<file path="src/cio_regs.svh">
// Purpose: Register offsets, field positions, reset values and timing counts
// Assumes: Word-indexed plain register port, 8-bit data
// Notes: Included by the design and the testbench
`ifndef CIO_REGS_SVH
`define CIO_REGS_SVH

// ****************
// Register offsets
// ****************
`define CIO_OFS_CONFIG 4'h0
`define CIO_OFS_STATUS 4'h1
`define CIO_OFS_PINREP 4'h2
`define CIO_OFS_IOBASE 4'h3

// ***************
// Field positions
// ***************
`define CIO_CFG_IFTYPE_LO 0
`define CIO_CFG_IFTYPE_HI 1
`define CIO_CFG_LEVEL 2
`define CIO_CFG_AUDIO 3
`define CIO_STS_SIGEN 0
`define CIO_STS_CHANGED 1
`define CIO_STS_INTPEND 2
`define CIO_IFTYPE_IO 2'h1

// ************
// Reset values
// ************
`define CIO_CONFIG_RST 8'h00
`define CIO_IOBASE_RST 8'h00

// *************
// Timing counts
// *************
`define CIO_CLK_PERIOD_NS 40
`define CIO_IRQ_PULSE_NS 500
`define CIO_IRQ_PULSE_CYC \
   ((`CIO_IRQ_PULSE_NS + `CIO_CLK_PERIOD_NS - 1) / `CIO_CLK_PERIOD_NS)

`endif

</file>
<file path="src/cio_pkg.sv">
// Purpose: Types shared by the card pin block
// Assumes: Constants live in cio_regs.svh
// Notes: Types only
package cio_pkg;
   typedef logic [7:0] cio_byte_t;
   typedef enum logic [1:0] {
      CIO_IRQ_IDLE = 2'b01,
      CIO_IRQ_PULSE = 2'b10
   } cio_irq_state_e;
endpackage : cio_pkg

</file>
<file path="src/cio_card_io.sv">
// Purpose: Card-side pin replacement, interrupt, audio, status and read steering
// Assumes: Host pins are asynchronous and pass two flip-flops
// Notes: All pin outputs come from flip-flops
`timescale 1ns/100ps
`default_nettype none
`include "cio_regs.svh"

module cio_card_io #(
   parameter int IO_AW = 10,
   parameter bit WIDE_PORT = 1'b1,
   parameter bit PULSE_SUPPORT = 1'b1,
   parameter bit AUDIO_SUPPORT = 1'b1,
   parameter bit STATUS_SUPPORT = 1'b1
) (
   input wire logic ref_clk,
   input wire logic reset_n,
   // Register port
   input wire logic [3:0] reg_addr,
   input wire cio_pkg::cio_byte_t reg_wdata,
   input wire logic reg_wr,
   input wire logic reg_rd,
   output cio_pkg::cio_byte_t reg_rdata,
   // Card function side, same clock
   input wire logic irq_request,
   input wire logic audio_in,
   input wire logic ready_busy_in,
   input wire logic battery_detect_1,
   input wire logic battery_detect_2,
   input wire logic wprot_in,
   input wire cio_pkg::cio_byte_t mem_even_byte,
   input wire cio_pkg::cio_byte_t mem_odd_byte,
   // Host pins, asynchronous
   input wire logic card_reset,
   input wire logic low_byte_enable_n,
   input wire logic high_byte_enable_n,
   input wire logic byte_addr_bit,
   input wire logic attr_select_n,
   input wire logic out_enable_n,
   input wire logic io_read_n,
   input wire logic [IO_AW-1:0] io_addr,
   // Pin outputs
   output logic wide_port_ind_n,
   output logic ready_busy_line,
   output logic binary_audio_n,
   output logic status_changed_n,
   output logic input_ack_n,
   output logic [15:0] data_out,
   output logic data_oe_lo,
   output logic data_oe_hi
);
   import cio_pkg::*;

   localparam int NPIN = 7 + IO_AW;
   localparam logic [4:0] PULSE_CYC = 5'(`CIO_IRQ_PULSE_CYC);
   localparam logic [NPIN-1:0] PIN_IDLE = {{IO_AW{1'b0}}, 7'h76};

   // ***********************************
   // Pin synchronisers
   // ***********************************
   logic [NPIN-1:0] pin_meta;
   logic [NPIN-1:0] pin_sync;
   wire [NPIN-1:0] pin_raw = {io_addr, io_read_n, out_enable_n, attr_select_n,
      byte_addr_bit, high_byte_enable_n, low_byte_enable_n, card_reset};

   always_ff @(posedge ref_clk) begin
      if (!reset_n) begin
         // Idle pin levels, so no false select shows after reset
         pin_meta <= PIN_IDLE;
         pin_sync <= PIN_IDLE;
      end else begin
         pin_meta <= pin_raw;
         pin_sync <= pin_meta;
      end
   end

   wire rst_s = pin_sync[0];
   wire lo_en_n_s = pin_sync[1];
   wire hi_en_n_s = pin_sync[2];
   wire byte_sel_s = pin_sync[3];
   wire reg_n_s = pin_sync[4];
   wire oe_n_s = pin_sync[5];
   wire iord_n_s = pin_sync[6];
   wire [IO_AW-1:0] ioa_s = pin_sync[NPIN-1:7];

   // ***********************************
   // Configuration registers
   // ***********************************
   cio_byte_t config_reg;
   cio_byte_t io_base;
   logic sig_enable;
   logic int_pending;
   logic [3:0] change_bits;
   logic [3:0] prev_levels;

   function automatic logic hit(input logic [3:0] a, input logic [3:0] ofs);
      hit = (a == ofs);
   endfunction : hit

   wire wr_cfg = reg_wr && hit(reg_addr, `CIO_OFS_CONFIG);
   wire wr_sts = reg_wr && hit(reg_addr, `CIO_OFS_STATUS);
   wire wr_pin = reg_wr && hit(reg_addr, `CIO_OFS_PINREP);
   wire wr_iob = reg_wr && hit(reg_addr, `CIO_OFS_IOBASE);

   wire [1:0] interface_type_field = config_reg[`CIO_CFG_IFTYPE_HI:`CIO_CFG_IFTYPE_LO];
   wire io_mode = (interface_type_field == `CIO_IFTYPE_IO);
   // Pulsed mode only if supported; otherwise level is forced
   wire level_mode = config_reg[`CIO_CFG_LEVEL] || !PULSE_SUPPORT;
   wire audio_enable = config_reg[`CIO_CFG_AUDIO];

   // Card reset restores memory-only use
   always_ff @(posedge ref_clk) begin
      if (!reset_n || rst_s) begin
         config_reg <= `CIO_CONFIG_RST;
         io_base <= `CIO_IOBASE_RST;
         sig_enable <= 1'b0;
      end else begin
         if (wr_cfg) begin
            config_reg <= reg_wdata;
         end
         if (wr_iob) begin
            io_base <= reg_wdata;
         end
         if (wr_sts) begin
            sig_enable <= reg_wdata[`CIO_STS_SIGEN];
         end
      end
   end

   // ***********************************
   // Change bits and pending interrupt
   // ***********************************
   wire [3:0] cur_levels = {ready_busy_in, wprot_in, battery_detect_2, battery_detect_1};
   wire [3:0] level_edges = cur_levels ^ prev_levels;
   // Set wins over a write-one-to-clear in the same cycle
   wire [3:0] next_change = level_edges | (change_bits & ~(wr_pin ? reg_wdata[3:0] : 4'h0));
   wire changed_sum = |change_bits;
   wire clr_int = wr_sts && reg_wdata[`CIO_STS_INTPEND];
   wire next_pending = irq_request || (int_pending && !clr_int);

   always_ff @(posedge ref_clk) begin
      if (!reset_n) begin
         change_bits <= 4'h0;
         // Seeded with live levels so reset flags no false change
         prev_levels <= cur_levels;
         int_pending <= 1'b0;
      end else begin
         change_bits <= next_change;
         prev_levels <= cur_levels;
         int_pending <= next_pending;
      end
   end

   // ***********************************
   // Pulsed interrupt timer
   // ***********************************
   cio_irq_state_e irq_state;
   cio_irq_state_e next_irq_state;
   logic [4:0] pulse_cnt;
   wire pend_rise = next_pending && !int_pending;

   always_comb begin
      next_irq_state = irq_state;
      case (irq_state)
         CIO_IRQ_IDLE: begin
            if (pend_rise && !level_mode && io_mode) begin
               next_irq_state = CIO_IRQ_PULSE;
            end
         end
         CIO_IRQ_PULSE: begin
            if (pulse_cnt == PULSE_CYC) begin
               next_irq_state = CIO_IRQ_IDLE;
            end
         end
         default: begin
            next_irq_state = CIO_IRQ_IDLE;
         end
      endcase
   end

   always_ff @(posedge ref_clk) begin
      if (!reset_n) begin
         irq_state <= CIO_IRQ_IDLE;
         pulse_cnt <= 5'd0;
      end else begin
         irq_state <= next_irq_state;
         pulse_cnt <= (next_irq_state == CIO_IRQ_PULSE) ? pulse_cnt + 5'd1 : 5'd0;
      end
   end

   // ***********************************
   // Pin function selection
   // ***********************************
   // Level mode low until software clears pending; pulsed low for timer
   wire irq_active = level_mode ? int_pending : (next_irq_state == CIO_IRQ_PULSE);
   wire next_pin16 = io_mode ? !(irq_active && io_mode) : ready_busy_in;
   wire audio_on = AUDIO_SUPPORT && audio_enable && audio_in;
   wire next_audio = io_mode ? !audio_on : battery_detect_2;
   wire sts_low = STATUS_SUPPORT && sig_enable && changed_sum;
   wire next_status_n = io_mode ? !sts_low : battery_detect_1;

   // I/O decode: upper address bits against base register
   wire io_sel = io_mode && !reg_n_s && !(lo_en_n_s && hi_en_n_s);
   wire io_match = io_sel && (ioa_s[IO_AW-1:IO_AW-8] == io_base);
   wire next_wide_n = !(io_match && WIDE_PORT);
   wire next_ack_n = !(io_match && !iord_n_s);

   // Common memory read steering
   wire mem_rd = reg_n_s && !oe_n_s;
   wire next_oe_lo = mem_rd && !lo_en_n_s;
   wire next_oe_hi = mem_rd && !hi_en_n_s;
   wire [7:0] next_lo = (hi_en_n_s && byte_sel_s) ? mem_odd_byte : mem_even_byte;
   wire [15:0] next_data = {next_oe_hi ? mem_odd_byte : 8'h00, next_oe_lo ? next_lo : 8'h00};

   // Registered pins: mode switch lands on one edge
   always_ff @(posedge ref_clk) begin
      if (!reset_n) begin
         ready_busy_line <= 1'b1;
         binary_audio_n <= 1'b1;
         status_changed_n <= 1'b1;
         wide_port_ind_n <= 1'b1;
         input_ack_n <= 1'b1;
         data_out <= 16'h0000;
         data_oe_lo <= 1'b0;
         data_oe_hi <= 1'b0;
      end else begin
         ready_busy_line <= next_pin16;
         binary_audio_n <= next_audio;
         status_changed_n <= next_status_n;
         wide_port_ind_n <= next_wide_n;
         input_ack_n <= next_ack_n;
         data_out <= next_data;
         data_oe_lo <= next_oe_lo;
         data_oe_hi <= next_oe_hi;
      end
   end

   // ***********************************
   // Register read
   // ***********************************
   cio_byte_t next_rdata;
   wire [7:0] sts_word = {5'h00, int_pending, changed_sum, sig_enable};
   assign next_rdata = !reg_rd ? 8'h00 :
      hit(reg_addr, `CIO_OFS_CONFIG) ? config_reg :
      hit(reg_addr, `CIO_OFS_STATUS) ? sts_word :
      hit(reg_addr, `CIO_OFS_PINREP) ? {cur_levels, change_bits} :
      hit(reg_addr, `CIO_OFS_IOBASE) ? io_base : 8'h00;

   always_ff @(posedge ref_clk) begin
      if (!reset_n) begin
         reg_rdata <= 8'h00;
      end else begin
         reg_rdata <= next_rdata;
      end
   end

   logic [5:0] low_run;
   always_ff @(posedge ref_clk) begin
      if (!reset_n) begin
         low_run <= 6'd0;
      end else begin
         low_run <= ready_busy_line ? 6'd0 : ((low_run == 6'h3f) ? low_run : low_run + 6'd1);
      end
   end
endmodule : cio_card_io
`default_nettype wire

</file>
<file path="config.mk">
export PLATFORM = sky130hd
export DESIGN_NAME = cio_card_io
export DESIGN_NICKNAME = d
export VERILOG_FILES = /design/src/cio_pkg.sv /design/src/cio_card_io.sv
export VERILOG_INCLUDE_DIRS = /design/src
export SDC_FILE = /design/constraint.sdc
export NUM_CORES = 1
export LEC_CHECK = 0
export BUFFER_PORTS_ARGS = -buffer_cell sky130_fd_sc_hd__buf_2
export CAP_MARGIN = 10
export CORE_ASPECT_RATIO = 1.1
export CORE_MARGIN = 8
export CORE_UTILIZATION = 52
export CTS_CLUSTER_DIAMETER = 30
export DETAILED_ROUTE_END_ITERATION = 6
export PLACE_DENSITY_LB_ADDON = 0.2
export SYNTH_ARGS = -nofsm -noshare
export SYNTH_HDL_FRONTEND = slang
export SYNTH_SLANG_ARGS = --single-unit
</file>
<file path="constraint.sdc">
create_clock -name ref_clk -period 1.9 [get_ports ref_clk]
set_clock_uncertainty 0.15 [all_clocks]
set_input_delay 0.38 -clock ref_clk [delete_from_list [all_inputs] [get_ports ref_clk]]
set_output_delay 0.38 -clock ref_clk [all_outputs]
set_load 0.02 [all_outputs]
</file>
Word level (Yosys, flattened, before mapping)
Cells that the tools add are included.
{"block": "totals", "output_inout_bits": 31, "input_bits": 55, "regBits": 98, "word_cells": 91}
{"block": "classes", "eq_ne": 9, "bitwise_logic": 4, "n_reduce_logical": 44, "addsub": 1, "n_mux": 13}
{"op": "$mux 8", "count": 5}
{"op": "$logic_and 1x1->1", "count": 21}
{"op": "$logic_not 1->1", "count": 15}
{"op": "$eq 4x2->1 const B", "count": 2}
{"op": "$eq 8x8->1", "count": 1}
{"op": "$reduce_and 2->1", "count": 4}
{"op": "$add 5x1->5 const B", "count": 1}
{"op": "$eq 5x4->1 const B", "count": 1}
{"op": "$and 4x4->4", "count": 1}
{"op": "$eq 2x1->1 const B", "count": 2}
{"op": "$eq 2x2->1 const B", "count": 2}
{"op": "$eq 4x1->1 const B", "count": 1}
{"op": "$logic_not 4->1", "count": 1}
{"op": "$mux 1", "count": 4}
{"op": "$mux 2", "count": 2}
{"op": "$mux 4", "count": 1}
{"op": "$not 4->4", "count": 1}
{"op": "$or 4x4->4", "count": 1}
{"op": "$pmux 2 s2", "count": 1}
{"op": "$reduce_or 4->1", "count": 1}
{"op": "$xor 4x4->4", "count": 1}
{"op": "$logic_or 1x1->1", "count": 2}

Logic depth before layout (Yosys ltp)
{"block": "depth", "ltp_word": 16, "mapped_depth": 6, "depth_no_buf": 6}

Worst setup path before layout
OpenSTA, ideal clock, no wires.
{"block": "synth_path", "path_kind": "input to register", "start": "input port reg_addr[0]", "end": "register config_reg[0]", "required_time_ps": 1622, "cell_stages": 5, "slack_ps": 141, "setup_ps": 128, "n_path_buf": 1, "arrival_time_ps": 1482, "cell_sequence": "buf_6 or4b_4 nor2_8 mux2i_1 nor2_1"}
{"block": "synth_between", "elab_chain_len": 2}
{"item": "start: declaration", "line": "cio_card_io.sv:18", "text": "input wire logic [3:0] reg_addr,"}
{"item": "$logic_not 4->1", "line": "cio_card_io.sv:96", "text": "hit = (a == ofs);"}
{"item": "$logic_and 1x1->1", "line": "cio_card_io.sv:99", "text": "wire wr_cfg = reg_wr && hit(reg_addr, `CIO_OFS_CONFIG);"}
{"item": "end signal: assignment", "line": "cio_card_io.sv:113", "text": "config_reg <= `CIO_CONFIG_RST;"}
{"item": "end signal: assignment", "line": "cio_card_io.sv:118", "text": "config_reg <= reg_wdata;"}
{"item": "end: declaration", "line": "cio_card_io.sv:88", "text": "cio_byte_t config_reg;"}
Every way passes these cells.
A chain may end at the register's enable or synchronous reset.

Worst setup path in the final report
{"block": "layout_path", "start": "register irq_state[0]", "end": "register pulse_cnt[4]"}
{"block": "layout_between", "elab_chain_len": 4, "word_cells_on_any_way": 7}
{"item": "start: declaration", "line": "cio_card_io.sv:156", "text": "cio_irq_state_e irq_state;"}
{"item": "start signal: assignment", "line": "cio_card_io.sv:185", "text": "irq_state <= next_irq_state;"}
{"item": "$eq 2x2->1, or another cell as far along", "line": "cio_card_io.sv:163", "text": "case (irq_state)"}
{"item": "$pmux 2 s2 *", "line": "cio_card_io.sv:163"}
{"item": "$eq 2x2->1 *", "line": "cio_card_io.sv:186", "text": "pulse_cnt <= (next_irq_state == CIO_IRQ_PULSE) ? pulse_cnt + 5'd1 : 5'd0;"}
{"item": "$reduce_and 2->1 (no source line) *"}
{"item": "end signal: assignment", "line": "cio_card_io.sv:186"}
{"item": "end: declaration", "line": "cio_card_io.sv:158", "text": "logic [4:0] pulse_cnt;"}
Every way passes the cells marked *; elsewhere a longest branch is shown, timed or not.

==> impl_summary.txt <==
----------------------------------------------------
[Outcome]
  Outcome ... complete, no violations

[Floorplanning]
  Die area ... roughly 9400 um^2
  Overall die height ... a little over 100 um
  Initial Utilization ... 0.526
  Placement row count ... 31
  I/O pin count ... 86
  Area of the placeable core ... 6440 um^2
  Die Span X ... a little over 90 um

[Route]
  Total routed wirelength ... approximately 7100 um
  Vias per std cell ... 4.85
  Vias after detailed routing ... 2474
  Drt wl/cell ... between 10 and 15 um
  TritonRoute pass-1 iters ... 4
  Number of design-rule violations left by the first detailed-router iteration ... 132
  DRT antenna net count ... 0
  Remaining DRCs ... 0

[Power]
  Leakage power total ... roughly 0.0018 uW
  Peak supply drop ... 510 uV
  Sequential power share ... 0.570
  Switch Pwr ... 919 uW
  Clock network fraction of total power ... 0.344
  Power per cell area ... roughly 880 nW/um^2
  Pint ... approximately 2700 uW
  Combinational share of power ... 0.086
  Share of total power consumed by net switching ... 0.253
  Post-layout total power ... roughly 3600 uW

[Layout]
  Finished Cell Area ... around 4000 um^2
  Area overhead of the layout relative to synthesis ... 21.3%
  Max reg flops ... 16
  Fraction of final layout cells with drive strength greater than 1 ... 0.262
  Biggest registers after layout ... data_out: 16 flops, pin_meta: 15 flops, pin_sync: 15 flops
  FILL cells ... between 500 and 600
  Register with the most flip-flops ... data_out
  Post-layout nets ... 482
  ANT cells ... 0

[Yosys]
  Total nets after synthesis ... about 400
  Largest family of logic cells by synthesized area ... simple AND/OR/NAND/NOR gates
  Post-synthesis share of cell area spent on xor and xnor gates ... 0.0388
  Post-synthesis register bit count ... 94
  Top FF cell, synth ... sky130_fd_sc_hd__dfxtp_1
  Proportion of synthesized chip area in sequential cells ... 0.555
  Synth Area in Compound Gates ... 0.0724
  Number of warnings issued by yosys ... 0
  Cell area after technology mapping ... between 3000 and 4000 um^2
  Count of flip-flops with a built-in enable after synthesis ... 0
  Async SR Flop Fraction ... 0
  Adder-cell share of the synthesized area ... 0.0148
  Post-synth top area share ... 0.555
  Unique masters post-synth ... 44
  Synth area leaders ... sky130_fd_sc_hd__dfxtp_1 (56%), sky130_fd_sc_hd__mux2i_1 (8.3%), sky130_fd_sc_hd__and2_1 (5.4%)
  Post-synthesis instance total ... roughly 330
  Syn avg cell area ... just over 10 um^2
  Post-synthesis mux area share ... 0.0827
  Simple-gate share of the synthesized area ... 0.210
  Most area-hungry cell type in the Yosys netlist ... sky130_fd_sc_hd__dfxtp_1

[CTS]
  Cts hold-fix bufs ... 0
  Number of buffers created by CTS ... 9
  CTS sink cnt ... 94
  Clock Latency Late Sink ... roughly 0.36 ns
  Clock-pin slew on the worst setup and hold paths ... roughly 0.090 ns
  CTS tree ... built
  Master cell of the clock root buffer ... sky130_fd_sc_hd__clkbuf_8
  Clock Tree Buf Depth ... 2
  Level count of the clock H-tree ... 3

[Worst setup path]
  FF-to-FF Start ... irq_state[0]
  Launch point of the critical path ... irq_state[0]
  Register-to-register setup slack ... about 0.12 ns
  Critical path start-end classification ... reg -> reg
  Setup crit end kind ... register
  Depth of the worst register-to-register path ... 6
  Maximum fanout count along the critical path ... 6
  Worst Path Arrival ... roughly 1.9 ns
  Critical Path Start Type ... register
  End of the worst register-to-register path ... pulse_cnt[4]
  Required time of the worst setup path ... around 2 ns

[Min path]
  Min-Delay Path Class ... in -> reg
  Startpoint of the lowest-slack hold path ... wprot_in
  Instance count along the most critical hold path ... 1
  Destination of the worst hold path ... prev_levels[2]

[STA]
  Transition time of the tightest slew-check pin ... 0.621 ns
  Max-Slew Margin vs Limit ... 0.586
  Max frequency ... between 500 and 600 MHz
  Final slew viol count ... 0
  Post-route fraction of the period consumed by the critical path ... 0.936
  Setup violations, final ... 0
  Final sum of negative setup slack ... 0 ns
  Worst hold slack across all endpoints ... about 0.020 ns
  Unrepaired setup endpoints after global routing ... false
  Final hold violations ... 0
  Final min period ... roughly 1.8 ns

[Flow run]
  Number of violations of the max-capacitance limit ... 0

[Global route]
  GRT Overall Usage ... 0.154
  Global-route congestion overflow total ... 0
  Initial antenna violation count ... 0
  Maximum number of pins on one net before global-route repair ... 27
  Wire length of the first global-routing pass ... about 11000 um
  Via count of the first global-routing pass ... around 2500

[Place]
  IO buf count ... between 80 and 90
  Dpl cell area ... 3920 um^2
  Placer congestion estimate ... 0.804
  Sum of net half-perimeters after detailed placement ... about 5500 um

----------------------------------------------------
[synthesized netlist by cell type, types with 3 or more instances]
library cell / instances
sky130_fd_sc_hd__xnor2_1: 13
sky130_fd_sc_hd__nor2_1: 33
sky130_fd_sc_hd__o21a_1: 3
sky130_fd_sc_hd__mux2i_1: 28
sky130_fd_sc_hd__buf_2: 3
sky130_fd_sc_hd__nor3_1: 7
sky130_fd_sc_hd__inv_1: 6
sky130_fd_sc_hd__nand2_1: 18
sky130_fd_sc_hd__and2_1: 29
sky130_fd_sc_hd__dfxtp_1: 94
sky130_fd_sc_hd__a21oi_1: 20
sky130_fd_sc_hd__o21ai_0: 7
sky130_fd_sc_hd__nand3_1: 12
sky130_fd_sc_hd__ha_1: 4
sky130_fd_sc_hd__nand2b_1: 13
sky130_fd_sc_hd__clkbuf_1: 8
[power groups by stage]
stage / clock (uW) / sequential, uW / combinational (uW)
after floorplan: 0 / 2110 / 192
after global placement: 0 / 2110 / 305
after detailed placement: 0 / 2110 / 313
after CTS: 1270 / 2070 / 314
after global routing: 1350 / 2080 / 352
final: 1250 / 2070 / 314
[kinds of logic (layout without fill, tap and decap cells)]
logic type,after synthesis,count (layout)
DFF,94,94
muxes,28,28
AOI/OAI and AO/OA,41,41
and+or+nand+nor,131,131
xor gates and xnor gates,15,15
buffers and inverters,20,115
adders and majority gates,4,4
[cell usage in the layout (no fill, tap or decap), drive strengths merged, types with 3 or more instances in the layout]
cell type and count:
a21oi 20, nand2b 13, nor2 34, buf 93, o21ai 7, dfxtp 94
o21a 3, nor3 7, nand3 12, mux2i 28, and2 30, clkbuf 10
inv 8, ha 4, nand2 18, xnor2 13
[per-layer routing]
layer	GRT usage	part of all wire	up-vias
li1	-	-	1299
met1	0.178	0.45	1106
met2	0.256	0.48	59
met3	0.0380	0.050	10
met4	0.0806	0.018	0
met5	0	0	-
[critical path, stage by stage (launching register included)]
cell	delay, ns
sky130_fd_sc_hd__dfxtp_1	0.45
sky130_fd_sc_hd__inv_1	0.11
sky130_fd_sc_hd__ha_1	0.26
sky130_fd_sc_hd__and2_1	0.18
sky130_fd_sc_hd__a21oi_1	0.18
sky130_fd_sc_hd__a2bb2oi_2	0.26
sky130_fd_sc_hd__nor3_1	0.08
[worst max-delay path by stage]
stage                    endpoint  slack [ns]  cells after the start
finish               pulse_cnt[4]        0.12                      6
global route         pulse_cnt[3]       0.002                      6
CTS                  pulse_cnt[4]        0.05                      6
detailed placement    int_pending       -0.02                      5
global placement      int_pending      0.0006                      5
floorplan           config_reg[0]        0.14                      5
[what timing repair did]
item / in CTS / in global routing
endpoints found under the setup margin: 0 / 5
resized for setup: 0 / 1
setup buffers: 0 / 0
[layout make-up]
type	instances	area [um^2]	area share
clock buffers	10	138	0.0335
clock inverters	6	52.6	0.0128
inverters	6	22.5	0.00548
multi-input cells	219	1420	0.346
flip-flops and latches	94	1880	0.458
well taps	82	103	0.0250
repair buffers	93	490	0.119
[stage by stage]
step	utilization	cells	setup WS (ns)
floorplan	-	333	0.141
global placement	0.608	494	0.000554
detailed placement	0.608	494	-0.0159
CTS	0.638	510	0.0484
global route	0.639	510	0.00230
finish	0.639	510	0.121
Power figures use the tool's default switching activity.
